--- src/hdl/bcs_defines.vh ---
// Constants for the battery-backed clock SRAM host controller
`ifndef BCS_DEFINES_VH
`define BCS_DEFINES_VH
// Device map
`define BCS_ADDR_W          13
`define BCS_CLOCK_CONTROL   13'h1FF8
`define BCS_SECONDS_COUNT   13'h1FF9
`define BCS_MINUTES_COUNT   13'h1FFA
`define BCS_HOURS_COUNT     13'h1FFB
`define BCS_WEEKDAY_COUNT   13'h1FFC
`define BCS_DATE_COUNT      13'h1FFD
`define BCS_MONTH_COUNT     13'h1FFE
`define BCS_YEAR_COUNT      13'h1FFF
// Control byte fields
`define BCS_CTL_LOAD_BIT    7
`define BCS_CTL_HOLD_BIT    6
`define BCS_CTL_SIGN_BIT    5
`define BCS_CTL_CAL_MSB     4
`define BCS_SEC_HALT_BIT    7
`define BCS_DAY_FTEST_BIT   6
// Valid-bit masks of the time bytes, zero bits forced low
`define BCS_MASK_SECONDS    8'hFF
`define BCS_MASK_MINUTES    8'h7F
`define BCS_MASK_HOURS      8'h3F
`define BCS_MASK_WEEKDAY    8'h07
`define BCS_MASK_DATE       8'h3F
`define BCS_MASK_MONTH      8'h1F
`define BCS_MASK_YEAR       8'hFF
// Host registers
`define BCS_REG_ADDR        4'h0
`define BCS_REG_WDATA       4'h1
`define BCS_REG_CMD         4'h2
`define BCS_REG_STATUS      4'h3
`define BCS_REG_RDATA       4'h4
`define BCS_CMD_WRITE       2'h1
`define BCS_CMD_READ        2'h2
// Timing in ns at 25 ns clock
`define BCS_CLK_NS          25
`define BCS_SETUP_NS        0
`define BCS_PULSE_NS        130
`define BCS_DATA_NS         70
`define BCS_RECOVER_NS      10
`define BCS_ACCESS_NS       150
`define BCS_RECOVERY_DELAY_NS         1000
`define BCS_SETUP_CYC       ((`BCS_SETUP_NS + `BCS_CLK_NS - 1) / `BCS_CLK_NS + 1)
`define BCS_PULSE_CYC       ((`BCS_PULSE_NS + `BCS_CLK_NS - 1) / `BCS_CLK_NS)
`define BCS_RECOVER_CYC     ((`BCS_RECOVER_NS + `BCS_CLK_NS - 1) / `BCS_CLK_NS)
`define BCS_ACCESS_CYC      ((`BCS_ACCESS_NS + `BCS_CLK_NS - 1) / `BCS_CLK_NS)
`define BCS_RECOVERY_DELAY_CYC        ((`BCS_RECOVERY_DELAY_NS + `BCS_CLK_NS - 1) / `BCS_CLK_NS)
`endif

--- src/hdl/bcs_timer.v ---
// Down counter that pulses done when a loaded count expires
module bcs_timer (
  input  wire       clk,
  input  wire       rst,
  input  wire       load,
  input  wire [7:0] count,
  output wire       busy,
  output wire       done
);
  reg [7:0] cnt_q;

  // Count down from the loaded value
  always @(posedge clk) begin
    if (rst) begin
      cnt_q <= 8'h00;
    end else if (load) begin
      cnt_q <= count;
    end else if (cnt_q != 8'h00) begin
      cnt_q <= cnt_q - 8'h01;
    end
  end

  assign busy = (cnt_q != 8'h00);
  assign done = (cnt_q == 8'h01);
endmodule // bcs_timer

--- src/hdl/bcs_supply_gate.v ---
// Holds the device bus idle while supply is bad and for recovery afterwards
`include "bcs_defines.vh"
module bcs_supply_gate #(
  parameter RECOVERY_DELAY_CYC = `BCS_RECOVERY_DELAY_CYC
) (
  input  wire clk,
  input  wire rst,
  input  wire supply_ok,
  output wire bus_allowed
);
  // Recovery length cut to the counter width on purpose
  localparam integer RECOVERY_DELAY_I  = RECOVERY_DELAY_CYC;
  localparam [15:0]  RECOVERY_DELAY_16 = RECOVERY_DELAY_I[15:0];

  reg [15:0] rec_q;
  reg        ok_q;

  // Recovery count restarts each time the supply is seen bad
  always @(posedge clk) begin
    if (rst) begin
      rec_q <= 16'h0000;
      ok_q  <= 1'b0;
    end else if (!supply_ok) begin
      rec_q <= 16'h0000;
      ok_q  <= 1'b0;
    end else if (!ok_q) begin
      if (rec_q >= RECOVERY_DELAY_16 - 16'h0001) begin
        ok_q <= 1'b1;
      end else begin
        rec_q <= rec_q + 16'h0001;
      end
    end
  end

  assign bus_allowed = ok_q & supply_ok;
endmodule // bcs_supply_gate

--- src/hdl/bcs_host.v ---
// Host controller driving the clock SRAM over its parallel bus
//
// Contract
// - Write only with all three strobes active
// - Address stable; recovery gap between cycles
// - Output drive held off while writing
// - Host keeps device deselected on power-up
// - Freeze updates before reading time bytes (not sequenced here; left to software)
// - Host writes zero to reserved bits
// - Time bytes are 24-hour BCD
`include "bcs_defines.vh"
module bcs_host #(
  parameter RECOVERY_DELAY_CYC = `BCS_RECOVERY_DELAY_CYC
) (
  input  wire        clk,
  input  wire        rst,
  input  wire [3:0]  reg_addr,
  input  wire [31:0] reg_wdata,
  input  wire        reg_write,
  input  wire        reg_read,
  output reg  [31:0] reg_rdata,
  output reg  [12:0] address_lines,
  output reg  [7:0]  data_lines_out,
  output reg         data_lines_oe_n,
  input  wire [7:0]  data_lines_in,
  output reg         select_low_n,
  output reg         select_high,
  output reg         store_n,
  output reg         drive_n,
  input  wire        alert_in,
  output wire        alert_out,
  output wire        alert_oe_n,
  input  wire        supply_ok
);
  ////////////////////////////////////////////////////////////////////////////
  localparam ST_IDLE  = 3'd0;
  localparam ST_SETUP = 3'd1;
  localparam ST_PULSE = 3'd2;
  localparam ST_HOLD  = 3'd3;
  localparam ST_READ  = 3'd4;
  localparam ST_REC   = 3'd5;

  ////////////////////////////////////////////////////////////////////////////
  // Timer reload values, cut to the timer width on purpose
  localparam integer SETUP_I   = `BCS_SETUP_CYC;
  localparam integer PULSE_I   = `BCS_PULSE_CYC;
  localparam integer RECOVER_I = `BCS_RECOVER_CYC;
  localparam integer ACCESS_I  = `BCS_ACCESS_CYC;
  localparam [7:0]   SETUP_8   = SETUP_I[7:0];
  localparam [7:0]   PULSE_8   = PULSE_I[7:0];
  localparam [7:0]   RECOVER_8 = RECOVER_I[7:0];
  localparam [7:0]   ACCESS_8  = ACCESS_I[7:0];

  // Freezing updates before reading time bytes is left to software;
  // this controller only moves single bytes and never sequences them.

  reg [2:0]  state_q;
  reg [12:0] addr_q;
  reg [7:0]  wdata_q;
  reg [7:0]  rdata_q;
  reg        is_write_q;
  reg        busy_q;
  reg        done_q;
  reg        abort_q;
  reg        tmr_load;
  reg [7:0]  tmr_count;
  wire       tmr_busy;
  wire       tmr_done;
  wire       bus_allowed;
  reg  [7:0] wmask;
  wire       cmd_code_ok;
  wire       cmd_take;

  // Command accepted only idle, with a known code and a good supply
  assign cmd_code_ok = (reg_wdata[1:0] == `BCS_CMD_WRITE) ||
                       (reg_wdata[1:0] == `BCS_CMD_READ);
  assign cmd_take    = reg_write && (reg_addr == `BCS_REG_CMD) && !busy_q &&
                       bus_allowed && cmd_code_ok;

  // Alert pin is only an input for the host; never driven
  assign alert_out  = 1'b0;
  assign alert_oe_n = 1'b1;

  bcs_timer u_timer (
    .clk   (clk),
    .rst   (rst),
    .load  (tmr_load),
    .count (tmr_count),
    .busy  (tmr_busy),
    .done  (tmr_done)
  );

  bcs_supply_gate #(
    .RECOVERY_DELAY_CYC (RECOVERY_DELAY_CYC)
  ) u_gate (
    .clk         (clk),
    .rst         (rst),
    .supply_ok   (supply_ok & alert_in),
    .bus_allowed (bus_allowed)
  );

  ////////////////////////////////////////////////////////////////////////////
  // Reserved bits of the time bytes are forced to zero
  always @* begin
    case (addr_q)
      `BCS_SECONDS_COUNT: begin
        wmask = `BCS_MASK_SECONDS;
      end
      `BCS_MINUTES_COUNT: begin
        wmask = `BCS_MASK_MINUTES;
      end
      `BCS_HOURS_COUNT: begin
        wmask = `BCS_MASK_HOURS;
      end
      `BCS_WEEKDAY_COUNT: begin
        wmask = `BCS_MASK_WEEKDAY;
      end
      `BCS_DATE_COUNT: begin
        wmask = `BCS_MASK_DATE;
      end
      `BCS_MONTH_COUNT: begin
        wmask = `BCS_MASK_MONTH;
      end
      `BCS_YEAR_COUNT: begin
        wmask = `BCS_MASK_YEAR;
      end
      default: begin
        wmask = 8'hFF; // Plain memory and control byte pass whole
      end
    endcase
  end

  // Host register writes and command capture
  always @(posedge clk) begin
    if (rst) begin
      addr_q     <= 13'h0000;
      wdata_q    <= 8'h00;
      is_write_q <= 1'b0;
    end else if (reg_write && !busy_q) begin
      if (reg_addr == `BCS_REG_ADDR) begin
        addr_q <= reg_wdata[12:0];
      end
      if (reg_addr == `BCS_REG_WDATA) begin
        wdata_q <= reg_wdata[7:0];
      end
      if (reg_addr == `BCS_REG_CMD) begin
        is_write_q <= (reg_wdata[1:0] == `BCS_CMD_WRITE);
      end
    end
  end

  // Register read mux, data one cycle after strobe
  always @(posedge clk) begin
    if (rst) begin
      reg_rdata <= 32'h0000_0000;
    end else if (reg_read) begin
      case (reg_addr)
        `BCS_REG_ADDR:   reg_rdata <= {19'h00000, addr_q};
        `BCS_REG_WDATA:  reg_rdata <= {24'h000000, wdata_q};
        `BCS_REG_STATUS: reg_rdata <= {27'h0000000, !alert_in, bus_allowed, abort_q, done_q, busy_q};
        `BCS_REG_RDATA:  reg_rdata <= {24'h000000, rdata_q};
        default:         reg_rdata <= 32'h0000_0000;
      endcase
    end else begin
      reg_rdata <= 32'h0000_0000;
    end
  end

  ////////////////////////////////////////////////////////////////////////////
  // Bus cycle sequencer
  always @(posedge clk) begin
    tmr_load  <= 1'b0;
    tmr_count <= 8'h00;
    if (rst) begin
      state_q         <= ST_IDLE;
      busy_q          <= 1'b0;
      done_q          <= 1'b0;
      abort_q         <= 1'b0;
      rdata_q         <= 8'h00;
      address_lines   <= 13'h0000;
      data_lines_out  <= 8'h00;
      data_lines_oe_n <= 1'b1;
      select_low_n    <= 1'b1;
      select_high     <= 1'b0;
      store_n         <= 1'b1;
      drive_n         <= 1'b1;
    end else if (!bus_allowed && busy_q) begin
      // Supply lost: drop every strobe and report abort
      state_q         <= ST_IDLE;
      busy_q          <= 1'b0;
      abort_q         <= 1'b1;
      select_low_n    <= 1'b1;
      select_high     <= 1'b0;
      store_n         <= 1'b1;
      drive_n         <= 1'b1;
      data_lines_oe_n <= 1'b1;
    end else begin
      case (state_q)
        ST_IDLE: begin
          select_low_n    <= 1'b1;
          select_high     <= 1'b0;
          store_n         <= 1'b1;
          drive_n         <= 1'b1;
          data_lines_oe_n <= 1'b1;
          if (cmd_take) begin
            busy_q        <= 1'b1;
            done_q        <= 1'b0;
            abort_q       <= 1'b0;
            address_lines <= addr_q;
            state_q       <= ST_SETUP;
            tmr_load      <= 1'b1;
            tmr_count     <= SETUP_8;
          end
        end
        ST_SETUP: begin
          // Address settled before any strobe
          if (tmr_done) begin
            select_low_n <= 1'b0;
            select_high  <= 1'b1;
            tmr_load     <= 1'b1;
            if (is_write_q) begin
              data_lines_out  <= wdata_q & wmask;
              data_lines_oe_n <= 1'b0;
              store_n         <= 1'b0;
              drive_n         <= 1'b1;
              tmr_count       <= PULSE_8;
              state_q         <= ST_PULSE;
            end else begin
              drive_n   <= 1'b0;
              tmr_count <= ACCESS_8;
              state_q   <= ST_READ;
            end
          end
        end
        ST_PULSE: begin
          // Store pulse releases first; data and address still held
          if (tmr_done) begin
            store_n   <= 1'b1;
            tmr_load  <= 1'b1;
            tmr_count <= RECOVER_8;
            state_q   <= ST_HOLD;
          end
        end
        ST_HOLD: begin
          // Data and address outlive the store pulse by one step
          if (tmr_done) begin
            select_low_n    <= 1'b1;
            select_high     <= 1'b0;
            data_lines_oe_n <= 1'b1;
            tmr_load        <= 1'b1;
            tmr_count       <= RECOVER_8;
            state_q         <= ST_REC;
          end
        end
        ST_READ: begin
          // Sample once the access time has run out, then release
          if (tmr_done) begin
            rdata_q      <= data_lines_in;
            drive_n      <= 1'b1;
            select_low_n <= 1'b1;
            select_high  <= 1'b0;
            tmr_load     <= 1'b1;
            tmr_count    <= RECOVER_8;
            state_q      <= ST_REC;
          end
        end
        ST_REC: begin
          // Deselected gap before the next cycle, address held
          if (tmr_done) begin
            busy_q  <= 1'b0;
            done_q  <= 1'b1;
            state_q <= ST_IDLE;
          end
        end
        default: begin
          state_q <= ST_IDLE;
          busy_q  <= 1'b0;
        end
      endcase
    end
  end
endmodule // bcs_host

--- config.mk ---
export PLATFORM = sky130hd
export DESIGN_NAME = bcs_host
export DESIGN_NICKNAME = d
export VERILOG_FILES = /design/src/hdl/bcs_timer.v /design/src/hdl/bcs_supply_gate.v /design/src/hdl/bcs_host.v
export VERILOG_INCLUDE_DIRS = /design/src /design/src/hdl
export SDC_FILE = /design/constraint.sdc
export NUM_CORES = 1
export LEC_CHECK = 0
export BUFFER_PORTS_ARGS = -buffer_cell sky130_fd_sc_hd__buf_2
export CORE_ASPECT_RATIO = 1.1
export CORE_MARGIN = 4
export CORE_UTILIZATION = 57
export CTS_BUF_LIST = sky130_fd_sc_hd__clkbuf_16
export DETAILED_ROUTE_END_ITERATION = 16
export PLACE_DENSITY = 0.84
export SYNTH_ARGS = -nofsm -noshare
export SYNTH_HDL_FRONTEND = slang
export SYNTH_SLANG_ARGS = --single-unit
--- constraint.sdc ---
create_clock -name clk -period 3.1 [get_ports clk]
set_input_delay 0.155 -clock clk [delete_from_list [all_inputs] [get_ports clk]]
set_output_delay 0.155 -clock clk [all_outputs]
set_load 0.01 [all_outputs]
# Word level (Yosys, flattened, before mapping)
# Index checks and enable logic that the tools add are counted.
[word_totals]
input_bits = 50
output_inout_bits = 60
register_bits = 128
word_cells = 138
[op_classes]
reduce_logical = 43
eq_ne = 25
n_mux = 37
bitwise = 9
addsub = 2
n_lt_le_gt_ge = 1
[op_table]
columns = ["operator", "n"]
rows = [
  ["$eq 13x13->1 const B", 5],
  ["$pmux 13 s4", 1],
  ["$pmux 8 s4", 1],
  ["$mux 3", 7],
  ["$pmux 1 s3", 6],
  ["$add 16x1->16 const B", 1],
  ["$ge 16x6->1 const B", 1],
  ["$mux 1", 16],
  ["$mux 8", 2],
  ["$reduce_and 4->1", 4],
  ["$pmux 3 s5", 1],
  ["$reduce_and 3->1", 5],
  ["$ne 2x2->1 const B", 7],
  ["$reduce_bool 3->1", 4],
  ["$reduce_and 2->1", 5],
  ["$reduce_or 2->1", 5],
  ["$pmux 3 s3", 1],
  ["$and 8x8->8", 1],
  ["$eq 4x2->1 const B", 2],
  ["$eq 8x1->1 const B", 1],
  ["$reduce_bool 2->1", 4],
  ["$reduce_bool 8->1", 1],
  ["$sub 8x1->8 const B", 1],
  ["$eq 3x2->1 const B", 2],
  ["other kinds (18)", 33],
]

# Depth between registers and ports, before layout
# Gate-level depths: netlist (run 1).
[depth]
depth_word = 8
mapped_depth = 7
depth_no_buf = 6

# Modules after synthesis
# Synthesis (run 1) repeated with hierarchy kept, for this count alone.
[unflattened]
hier_cells = 469
hier_area_um2 = 4471.8
[modules_own_cells]
columns = ["module", "area_per_inst_um2", "n_inst", "cells_per_inst", "seq_area_each_um2"]
rows = [
  ["bcs_host", 3377.0, 1, 351, 1561.5],
  ["bcs_supply_gate", 598.1, 1, 60, 340.3],
  ["bcs_timer", 496.7, 1, 58, 160.2],
]

# Worst setup path after synthesis (run 1)
# No wires, ideal clock.
[synth_timing]
path_kind = "register to register"
from = "register u_timer.cnt_q[0]"
to = "register select_low_n"
arrival_ns = 1.852
path_slack_ns = 1.132
synth_period_minus_slack_ns = 1.968
path_stages_with_launch = 6
path_buffers = 0
required_time_ns = 2.984
cell_sequence = "dfxtp_1 ha_1 nor3b_1 nand2_1 or4_1 a31o_2"
[synth_via]
elab_chain_len = 3
word_cells_on_any_way = 4
classes_between = "eq/ne: 3; reduce/logical: 1"
[synth_rtl]
columns = ["element", "line", "source"]
rows = [
  ["start, declared", "bcs_timer.v:10", "reg [7:0] cnt_q;"],
  ["start signal, assigned", "bcs_timer.v:17", "cnt_q <= count;"],
  ["start signal, assigned", "bcs_timer.v:19", "cnt_q <= cnt_q - 8'h01;"],
  ["$eq 8x1->1 (*)", "bcs_timer.v:24", "assign done = (cnt_q == 8'h01);"],
  ["$ne 2x1->1 (no line) / $ne 2x2->1 (equally long branches)", "-", ""],
  ["$reduce_and 3->1 (no line) (*)", "-", ""],
  ["end signal, assigned", "bcs_host.v:183", "select_low_n <= 1'b1;"],
  ["end signal, assigned", "bcs_host.v:192", "select_low_n <= 1'b1;"],
  ["end signal, assigned", "bcs_host.v:200", "select_low_n <= 1'b1;"],
  ["end, declared", "bcs_host.v:26", "output reg select_low_n,"],
]
# Every way passes the cells marked *; elsewhere a longest branch is shown, timed or not.
# A chain may end at the register's enable or synchronous reset.

# Worst setup path in the final report (run 1)
[layout_timing]
from = "register u_timer.cnt_q[0]"
to = "register drive_n"
[layout_via]
elab_chain_len = 3
word_cells_on_any_way = 4
classes_between = "eq/ne: 3; reduce/logical: 1"
[layout_rtl]
columns = ["element", "line", "source"]
rows = [
  ["$eq 8x1->1 (*)", "bcs_timer.v:24", ""],
  ["$ne 2x2->1 (no line)", "-", ""],
  ["$reduce_and 3->1 (no line) (*)", "-", ""],
  ["end signal, assigned", "bcs_host.v:186", "drive_n <= 1'b1;"],
  ["end signal, assigned", "bcs_host.v:195", "drive_n <= 1'b1;"],
  ["end signal, assigned", "bcs_host.v:203", "drive_n <= 1'b1;"],
  ["end, declared", "bcs_host.v:29", "output reg drive_n,"],
]
# Marks and branches as above.

==> qor.yml, run 1 <==
worst_hold_path:
  hold_start: "reg_wdata[10]"
  hp-class: "input port to register"
detailed_routing:
  firstDrtPassIters: 5
  post_drt_via_cell_ratio: 5.77
  wl_per_cell_um: 16.2
  drcViolationCount: 0
  dr.first_iter.drc_count: 180
  ant_nets: 0
  finalWirelength_um: 10600
  vias: 3775
critical_path:
  path_buf_inv: 0
  startpoint_type: "register"
  crit_path_max_fanout: 11
  critPathRequiredTime_ps: 3340
  cp-startpoint: "u_timer.cnt_q[0]"
  worstPathArrival_ps: 2670
  r2r_start: "u_timer.cnt_q[0]"
  path_cells: "ha_1, nor3b_1, nand4_1, o21a_1, a211o_1"
  crit_slowest_cell: "nor3b_1"
  critPathKind: "register to register"
  critPathMaxStageDelay_ps: 570
  cp_top_family: "simple AND/OR/NAND/NOR gates"
  cp-end-kind: "register"
sta:
  period_share: 0.784
  hold_viol: 0
  period_needed_ps: 2430
  final.setup.tns_ps: 0
  rsz0062_at_grt: "no"
  slew_headroom: 0.357
  clock.fmax_ghz: 0.412
  setup_viol: 0
  clock_skew_ps: 7.42
  worst_slew_pin_slew_ps: 951
  slew_viol_final: 0
synthesis:
  synth-edff-count: 0
  synth-xor-area-share: 0.0116
  synthCells: 490
  yosysWarnings: 0
  async_flop_share: 0
  synthFlopType: "dfxtp_1"
  synthSimpleGateAreaFrac: 0.208
  synthDistinctLibCells: 58
  synthMuxAreaShare: 0.104
  synth_top_family_by_area: "simple AND/OR/NAND/NOR gates"
  syn_avg_cell_area_um2: 9.23
  ys_seq_area_frac: 0.456
  synth_compound_area_frac: 0.141
  synth-seq-cells: 103
  syn-cell-area_um2: 4520
  synthAdderAreaFrac: 0.0111
floorplan:
  die_w_um: 92.9
  die_h_um: 101
  dieArea_um2: 9420
  row_count: 33
  initial_core_util: 0.595
  core_um2: 7600
  ios: 110
clock_tree:
  cts-resized-gates: 0
  clkTransAtPathRegs_ps: 80
  htree_levels: 3
  cts_buffer_depth: 2
  post-cts-setup-buffers: 0
  clock-sinks: 103
  cts_tree: "done"
  insertion_delay_ps: 340
  cts_root_buf: "clkbuf_16"
  cts_buffers: 9
  hold_buffers: 0
global_route:
  grt_remaining_overflow: 0
  track_usage: 0.227
  grt_pass1_vias: 3525
  antenna_found_initial: 0
  grt_max_degree: 62
  grt_pass1_wl_um: 17100
outcome:
  status: "completed"
pwr:
  switchingPower_mw: 0.911
  p_clk_frac: 0.359
  p_sw_frac: 0.300
  leakage_nw: 2.15
  p_int_mw: 2.12
  p_seq_frac: 0.474
  power_density_nw_per_um2: 594
  combPwrFrac: 0.167
  ir_worst_vdd_mv: 0.329
placement:
  dpl.hpwl_um: 7700
  gp_congestion: 0.867
  port_buffers: 69
  place_inst: 638
cells_and_area:
  fin_nets: 598
  mostFrequentLayoutCells: "dfxtp_1, buf_2, nor2_1"
  diodes: 0
  area_delta_synth_final_pct: 13.0
  nFillCells: 639
  drive_gt1_frac: 0.197
  layoutNonFillerInstCount: 654
  final_common_cell: "dfxtp_1"
flow_run:
  drv_cap: 0
-- synth_stat cells, drive strengths merged (3+ instances only) --
library cell | instances | area share
a21boi | 4 | 0.0066
mux2 | 8 | 0.020
mux2i | 38 | 0.084
nor2b | 4 | 0.0055
a21oi | 32 | 0.035
and2 | 16 | 0.022
nand4b | 4 | 0.0077
or4 | 7 | 0.012
inv | 10 | 0.0083
o2111ai | 3 | 0.0058
nand2b | 5 | 0.0069
nor4 | 3 | 0.011
nor3 | 8 | 0.010
o21ai | 25 | 0.028
a31oi | 4 | 0.0055
buf | 25 | 0.040
nand4 | 4 | 0.0055
or3 | 8 | 0.011
dfxtp | 103 | 0.46
a2111oi | 3 | 0.0072
o22ai | 3 | 0.0042
nand2 | 14 | 0.012
ha | 4 | 0.011
nor2 | 62 | 0.051
clkbuf | 22 | 0.018
a211o | 3 | 0.0058
or2 | 3 | 0.0042
nand3b | 3 | 0.0050
xnor2 | 4 | 0.0077
a22oi | 7 | 0.012
nand3 | 19 | 0.021
o211ai | 4 | 0.0066
-- final cells by class --
| class | count | area [um2] | share of cell area |
|---|---|---|---|
| Tap cell | 105 | 131 | 0.0257 |
| Sequential cell | 103 | 2060 | 0.404 |
| Clock buffer | 9 | 225 | 0.0441 |
| Timing Repair Buffer | 71 | 360 | 0.0705 |
| Inverter | 10 | 37.5 | 0.00735 |
| Multi-Input combinational cell | 349 | 2230 | 0.436 |
| Clock inverter | 7 | 63.8 | 0.0125 |
-- state kept, by name, indices dropped and copies added (netlist names), 2 cells and up --
register,flops
addr_q,13
data_lines_out,8
wdata_q,8
rdata_q,8
u_gate.rec_q,16
reg_rdata,13
tmr_count,2
address_lines,13
u_timer.cnt_q,8
state_q,3
-- power groups by stage --
stage / registers, mW / logic, mW / clock network [mW]
after floorplan: 1.44 / 0.420 / 0
after global placement: 1.46 / 0.468 / 0
after detailed placement: 1.47 / 0.493 / 0
after CTS: 1.44 / 0.499 / 1.10
after global routing: 1.44 / 0.563 / 1.16
final: 1.44 / 0.507 / 1.09
-- path summary, 6_finish.rpt --
| path | endpoint | slack (ps) | depth (start not counted) |
|---|---|---|---|
| min | addr_q[10] | 40 | 3 |
| max | drive_n | 670 | 5 |
| max reg2reg | drive_n | 670 | 5 |
| min reg2reg | u_gate.rec_q[13] | 450 | 1 |
-- worst register-to-register path: cells and delay by family (launching register included) --
kind | cells | cell delay, ps
and+or+nand+nor | 2 | 1090
AOI/OAI and AO/OA | 2 | 590
DFF | 1 | 420
adders and majority gates | 1 | 220
-- cells by family after synthesis --
| group | after synthesis |
|---|---|
| adders and majority gates | 4 |
| DFF | 103 |
| AOI/OAI and AO/OA | 101 |
| other | 2 |
| muxes | 46 |
| and+or+nand+nor | 171 |
| xor gates and xnor gates | 6 |
| buffers and inverters | 57 |
-- metal layers --
metal | GRT usage | up-vias | part of all wire | wire length (um)
met2 | 0.390 | 142 | 0.51 | 5390
met5 | 0 | - | 0 | 0
met1 | 0.284 | 1792 | 0.41 | 4310
met3 | 0.0438 | 23 | 0.061 | 645
li1 | - | 1818 | - | -
met4 | 0.0846 | 0 | 0.022 | 230
-- per-stage QoR --
| stage | setup slack (ps) | total power, mW | hold slack (ps) | util | cell area, um2 |
|---|---|---|---|---|---|
| 3_3_place_gp | 861 | 1.93 | 384 | 0.635 | 4820 |
| 5_1_grt | 536 | 3.16 | 51.5 | 0.673 | 5110 |
| 3_5_place_dp | 766 | 1.96 | 392 | 0.635 | 4820 |
| 4_1_cts | 738 | 3.04 | 32.2 | 0.673 | 5110 |
| 2_1_floorplan | 1130 | 1.86 | 299 | - | 4590 |
| 6_report | 670 | 3.03 | 36.0 | 0.673 | 5110 |
Power figures use the tool's default switching activity.
==> run 2, diff against run 1 <==
--- a/config.mk
+++ b/config.mk
@@ -6,13 +6,14 @@
 export SDC_FILE = /design/constraint.sdc
 export NUM_CORES = 1
 export LEC_CHECK = 0
+export ABC_AREA = 1
 export BUFFER_PORTS_ARGS = -buffer_cell sky130_fd_sc_hd__buf_2
 export CORE_ASPECT_RATIO = 1.1
 export CORE_MARGIN = 4
-export CORE_UTILIZATION = 57
+export CORE_UTILIZATION = 48
 export CTS_BUF_LIST = sky130_fd_sc_hd__clkbuf_16
 export DETAILED_ROUTE_END_ITERATION = 16
-export PLACE_DENSITY = 0.84
+export PLACE_DENSITY = 0.76
 export SYNTH_ARGS = -nofsm -noshare
 export SYNTH_HDL_FRONTEND = slang
 export SYNTH_SLANG_ARGS = --single-unit
==> constraint.sdc (replaced) <==
create_clock -name clk -period 2 [get_ports clk]
set_input_delay 0.1 -clock clk [delete_from_list [all_inputs] [get_ports clk]]
set_output_delay 0.1 -clock clk [all_outputs]
set_load 0.01 [all_outputs]
==> qor.yml, run 2 <==
clock_tree:
  clock-sinks: 103  # unchanged
  cts_tree: "done"
  cts_buffer_depth: 2  # unchanged
  htree_levels: 3  # unchanged
  cts_root_buf: "clkbuf_16"
  cts-resized-gates: 0  # unchanged
  cts_buffers: 9  # unchanged
  insertion_delay_ps: 350  # about the same
  clkTransAtPathRegs_ps: 70  # about the same
critical_path:
  r2r_start: "u_timer.cnt_q[1]"
  worstPathArrival_ps: 1860  # -810 ps
  path_cells: "inv_1, ha_1, nand2_1, nor2_4, nand2_4, nor2_4, inv_1, nor2_1, nor2_1"
  r2r-end: "rdata_q[0]"
  cp-end-kind: "register"
  worstRegToRegCells: 9  # +4
  crit_slowest_cell: "dfxtp_1"
  cp_top_family: "simple AND/OR/NAND/NOR gates"
  crit_path_max_fanout: 9  # -2
  critPathMaxStageDelay_ps: 310  # -260 ps
  r2r_slack_ps: 370  # -300 ps
  critPathRequiredTime_ps: 2240  # -1100 ps
  startpoint_type: "register"
  critPathKind: "register to register"
  path_buf_inv: 2  # +2
global_route:
  use_met2: 0.340  # -0.0497
  grt_pass1_vias: 3779  # +7.2%
  grt.busiest_layer: "met2"
  grt_remaining_overflow: 0  # unchanged
  grt_pass1_wl_um: 17000  # -0.36%
  use_met3: 0.0371  # -0.00673
  track_usage: 0.194  # -0.0327
  antenna_found_initial: 0  # unchanged
  grt_max_degree: 25  # -60%
  use_met1: 0.233  # -0.0509
detailed_routing:
  ant_nets: 0  # unchanged
  post_drt_via_cell_ratio: 5.10  # -12%
  drcViolationCount: 0  # unchanged
  wl_per_cell_um: 13.1  # -19%
  vias: 4011  # +6.3%
  firstDrtPassIters: 5  # unchanged
  dr.first_iter.drc_count: 222  # +23%
  finalWirelength_um: 10300  # -2.4%
synthesis:
  yosysTopAreaCell: "dfxtp_1"
  synthDistinctLibCells: 36  # -38%
  synth-seq-cells: 103  # unchanged
  yosysWarnings: 0  # unchanged
  async_flop_share: 0  # unchanged
  synth_area_leaders: "dfxtp_1, nand2_1, a21oi_1, inv_1, nor2_1"
  netlist.area_leader.share: 0.463  # +0.00692
  synthCells: 594  # +21%
  synth-edff-count: 0  # unchanged
  syn-cell-area_um2: 4450  # -1.5%
  yosysMostFrequentCell: "dfxtp_1"
  netlist_top_cells_count: "dfxtp_1, nand2_1, inv_1, nor2_1, a21oi_1"
  synthFlopType: "dfxtp_1"
  syn_avg_cell_area_um2: 7.50  # -19%
  ys_seq_area_frac: 0.463  # +0.00692
sta:
  rsz0062_at_grt: "no"
  period_needed_ps: 1630  # -803 ps
  hold_viol: 0  # unchanged
  slew_headroom: 0.600  # +0.243
  setup_viol: 0  # unchanged
  setup_slack_ps: 373  # -297 ps
  period_share: 0.813  # +0.0295
  clock.fmax_ghz: 0.615  # +49%
  worst_slew_pin_slew_ps: 599  # -352 ps
  slew_viol_final: 0  # unchanged
  final.setup.tns_ps: 0  # unchanged
  clock_skew_ps: 9.55  # +2.13 ps
cells_and_area:
  fin_nets: 721  # +21%
  drive_gt1_frac: 0.170  # -0.0271
  nFillCells: 828  # +30%
  area_delta_synth_final_pct: 15.8
  final_area_um2: 5160  # +0.98%
  diodes: 0  # unchanged
  layoutNonFillerInstCount: 786  # +20%
  largest_reg_flops: 16  # unchanged
  final_common_cell: "dfxtp_1"
  top_register: "u_gate.rec_q"
  mostFrequentLayoutCells: "dfxtp_1, nand2_1, inv_1"
floorplan:
  die_h_um: 109  # +7.5%
  dieArea_um2: 10900  # +16%
  die_w_um: 99.9  # +7.5%
  core_um2: 8960  # +18%
  row_count: 36  # +9.1%
  initial_core_util: 0.497  # -0.0983
  ios: 110  # unchanged
placement:
  port_buffers: 69  # unchanged
  post_dp_cell_area_um2: 4800  # -0.44%
  place_ws_ps: 406  # -360 ps
  dpl.hpwl_um: 7730  # +0.30%
  place_inst: 763  # +20%
  gp_congestion: 0.888  # +2.4%
pwr:
  p_seq_frac: 0.464  # -0.010
  switchingPower_mw: 1.48  # +62%
  p_int_mw: 3.37  # +59%
  combPwrFrac: 0.186  # +0.019
  leakage_nw: 2.26  # +5.3%
  p_clk_frac: 0.350  # -0.009
  p_sw_frac: 0.305  # +0.00479
  power_density_nw_per_um2: 939  # +58%
  ir_worst_vdd_mv: 0.450  # +37%
worst_hold_path:
  hp-class: "input port to register"
  worstHoldPathCells: 3  # unchanged
  min_to: "rdata_q[1]"
  hold_start: "data_lines_in[1]"
flow_run:
  drv_cap: 0  # unchanged
outcome:
  status: "completed"
## run 2: what timing repair did
item	in CTS	in global routing
buffers inserted	0	0
hold endpoints to repair	7	0
setup endpoints to repair	0	0
hold buffers	7	0
## run 2: layout make-up
class / count / area, um2 / area share
sequential: 103 / 2060 / 0.400
clock buffer: 9 / 225 / 0.0436
tap: 114 / 143 / 0.0276
multi-input combinational: 390 / 1910 / 0.370
clock inverter: 7 / 65.1 / 0.0126
timing repair buffer: 80 / 445 / 0.0863
inverter: 83 / 313 / 0.0606
## run 2: worst max-delay path by stage
stage | startpoint | cells past startpoint | to
global route | u_timer.cnt_q[1] | 8 | data_lines_out[7]
floorplan | u_timer.cnt_q[1] | 9 | rdata_q[0]
finish | u_timer.cnt_q[1] | 9 | rdata_q[0]
detailed placement | u_timer.cnt_q[1] | 9 | rdata_q[0]
CTS | u_timer.cnt_q[1] | 8 | data_lines_out[7]
global placement | u_timer.cnt_q[1] | 9 | rdata_q[5]
## run 2: worst reg2reg max path: cells and delay by family, from the launching register on
kind                     cells  cell delay [ps]
flip-flops                   1              310
AND/OR/NAND/NOR              6              800
buffers and inverters        2              250
adder cells (fa/ha/maj)      1              160
## run 2: cells by family after synthesis
logic type | count (synthesis) | synth area share
flip-flops | 103 | 0.463
adder cells (fa/ha/maj) | 4 | 0.0112
XOR/XNOR | 7 | 0.0138
buffers and inverters | 120 | 0.125
AO/OA/AOI/OAI | 119 | 0.141
other | 2 | 0.00169
AND/OR/NAND/NOR | 239 | 0.244
## run 2: through the flow
step / hold slack, ps / utilization / power [mW]
after floorplan: 235 / - / 3.01
after global placement: 328 / 0.535 / 3.14
after detailed placement: 337 / 0.535 / 3.18
after CTS: 3.63 / 0.576 / 4.88
after global routing: 27.3 / 0.576 / 5.11
final: 6.74 / 0.576 / 4.84
## run 2: routing by layer
| layer | vias up | wire [um] | part of all wire |
|---|---|---|---|
| met4 | 0 | 187 | 0.018 |
| li1 | 2025 | - | - |
| met3 | 18 | 710 | 0.069 |
| met5 | - | 0 | 0 |
| met1 | 1840 | 4360 | 0.42 |
| met2 | 128 | 5070 | 0.49 |
## run 2: power by group through the flow
| stage | Clock [mW] | Sequential, mW | Combinational [mW] |
|---|---|---|---|
| 2_1_floorplan | 0 | 2.27 | 0.743 |
| 3_3_place_gp | 0 | 2.29 | 0.855 |
| 3_5_place_dp | 0 | 2.29 | 0.884 |
| 4_1_cts | 1.73 | 2.25 | 0.904 |
| 5_1_grt | 1.81 | 2.26 | 1.04 |
| 6_report | 1.69 | 2.25 | 0.902 |
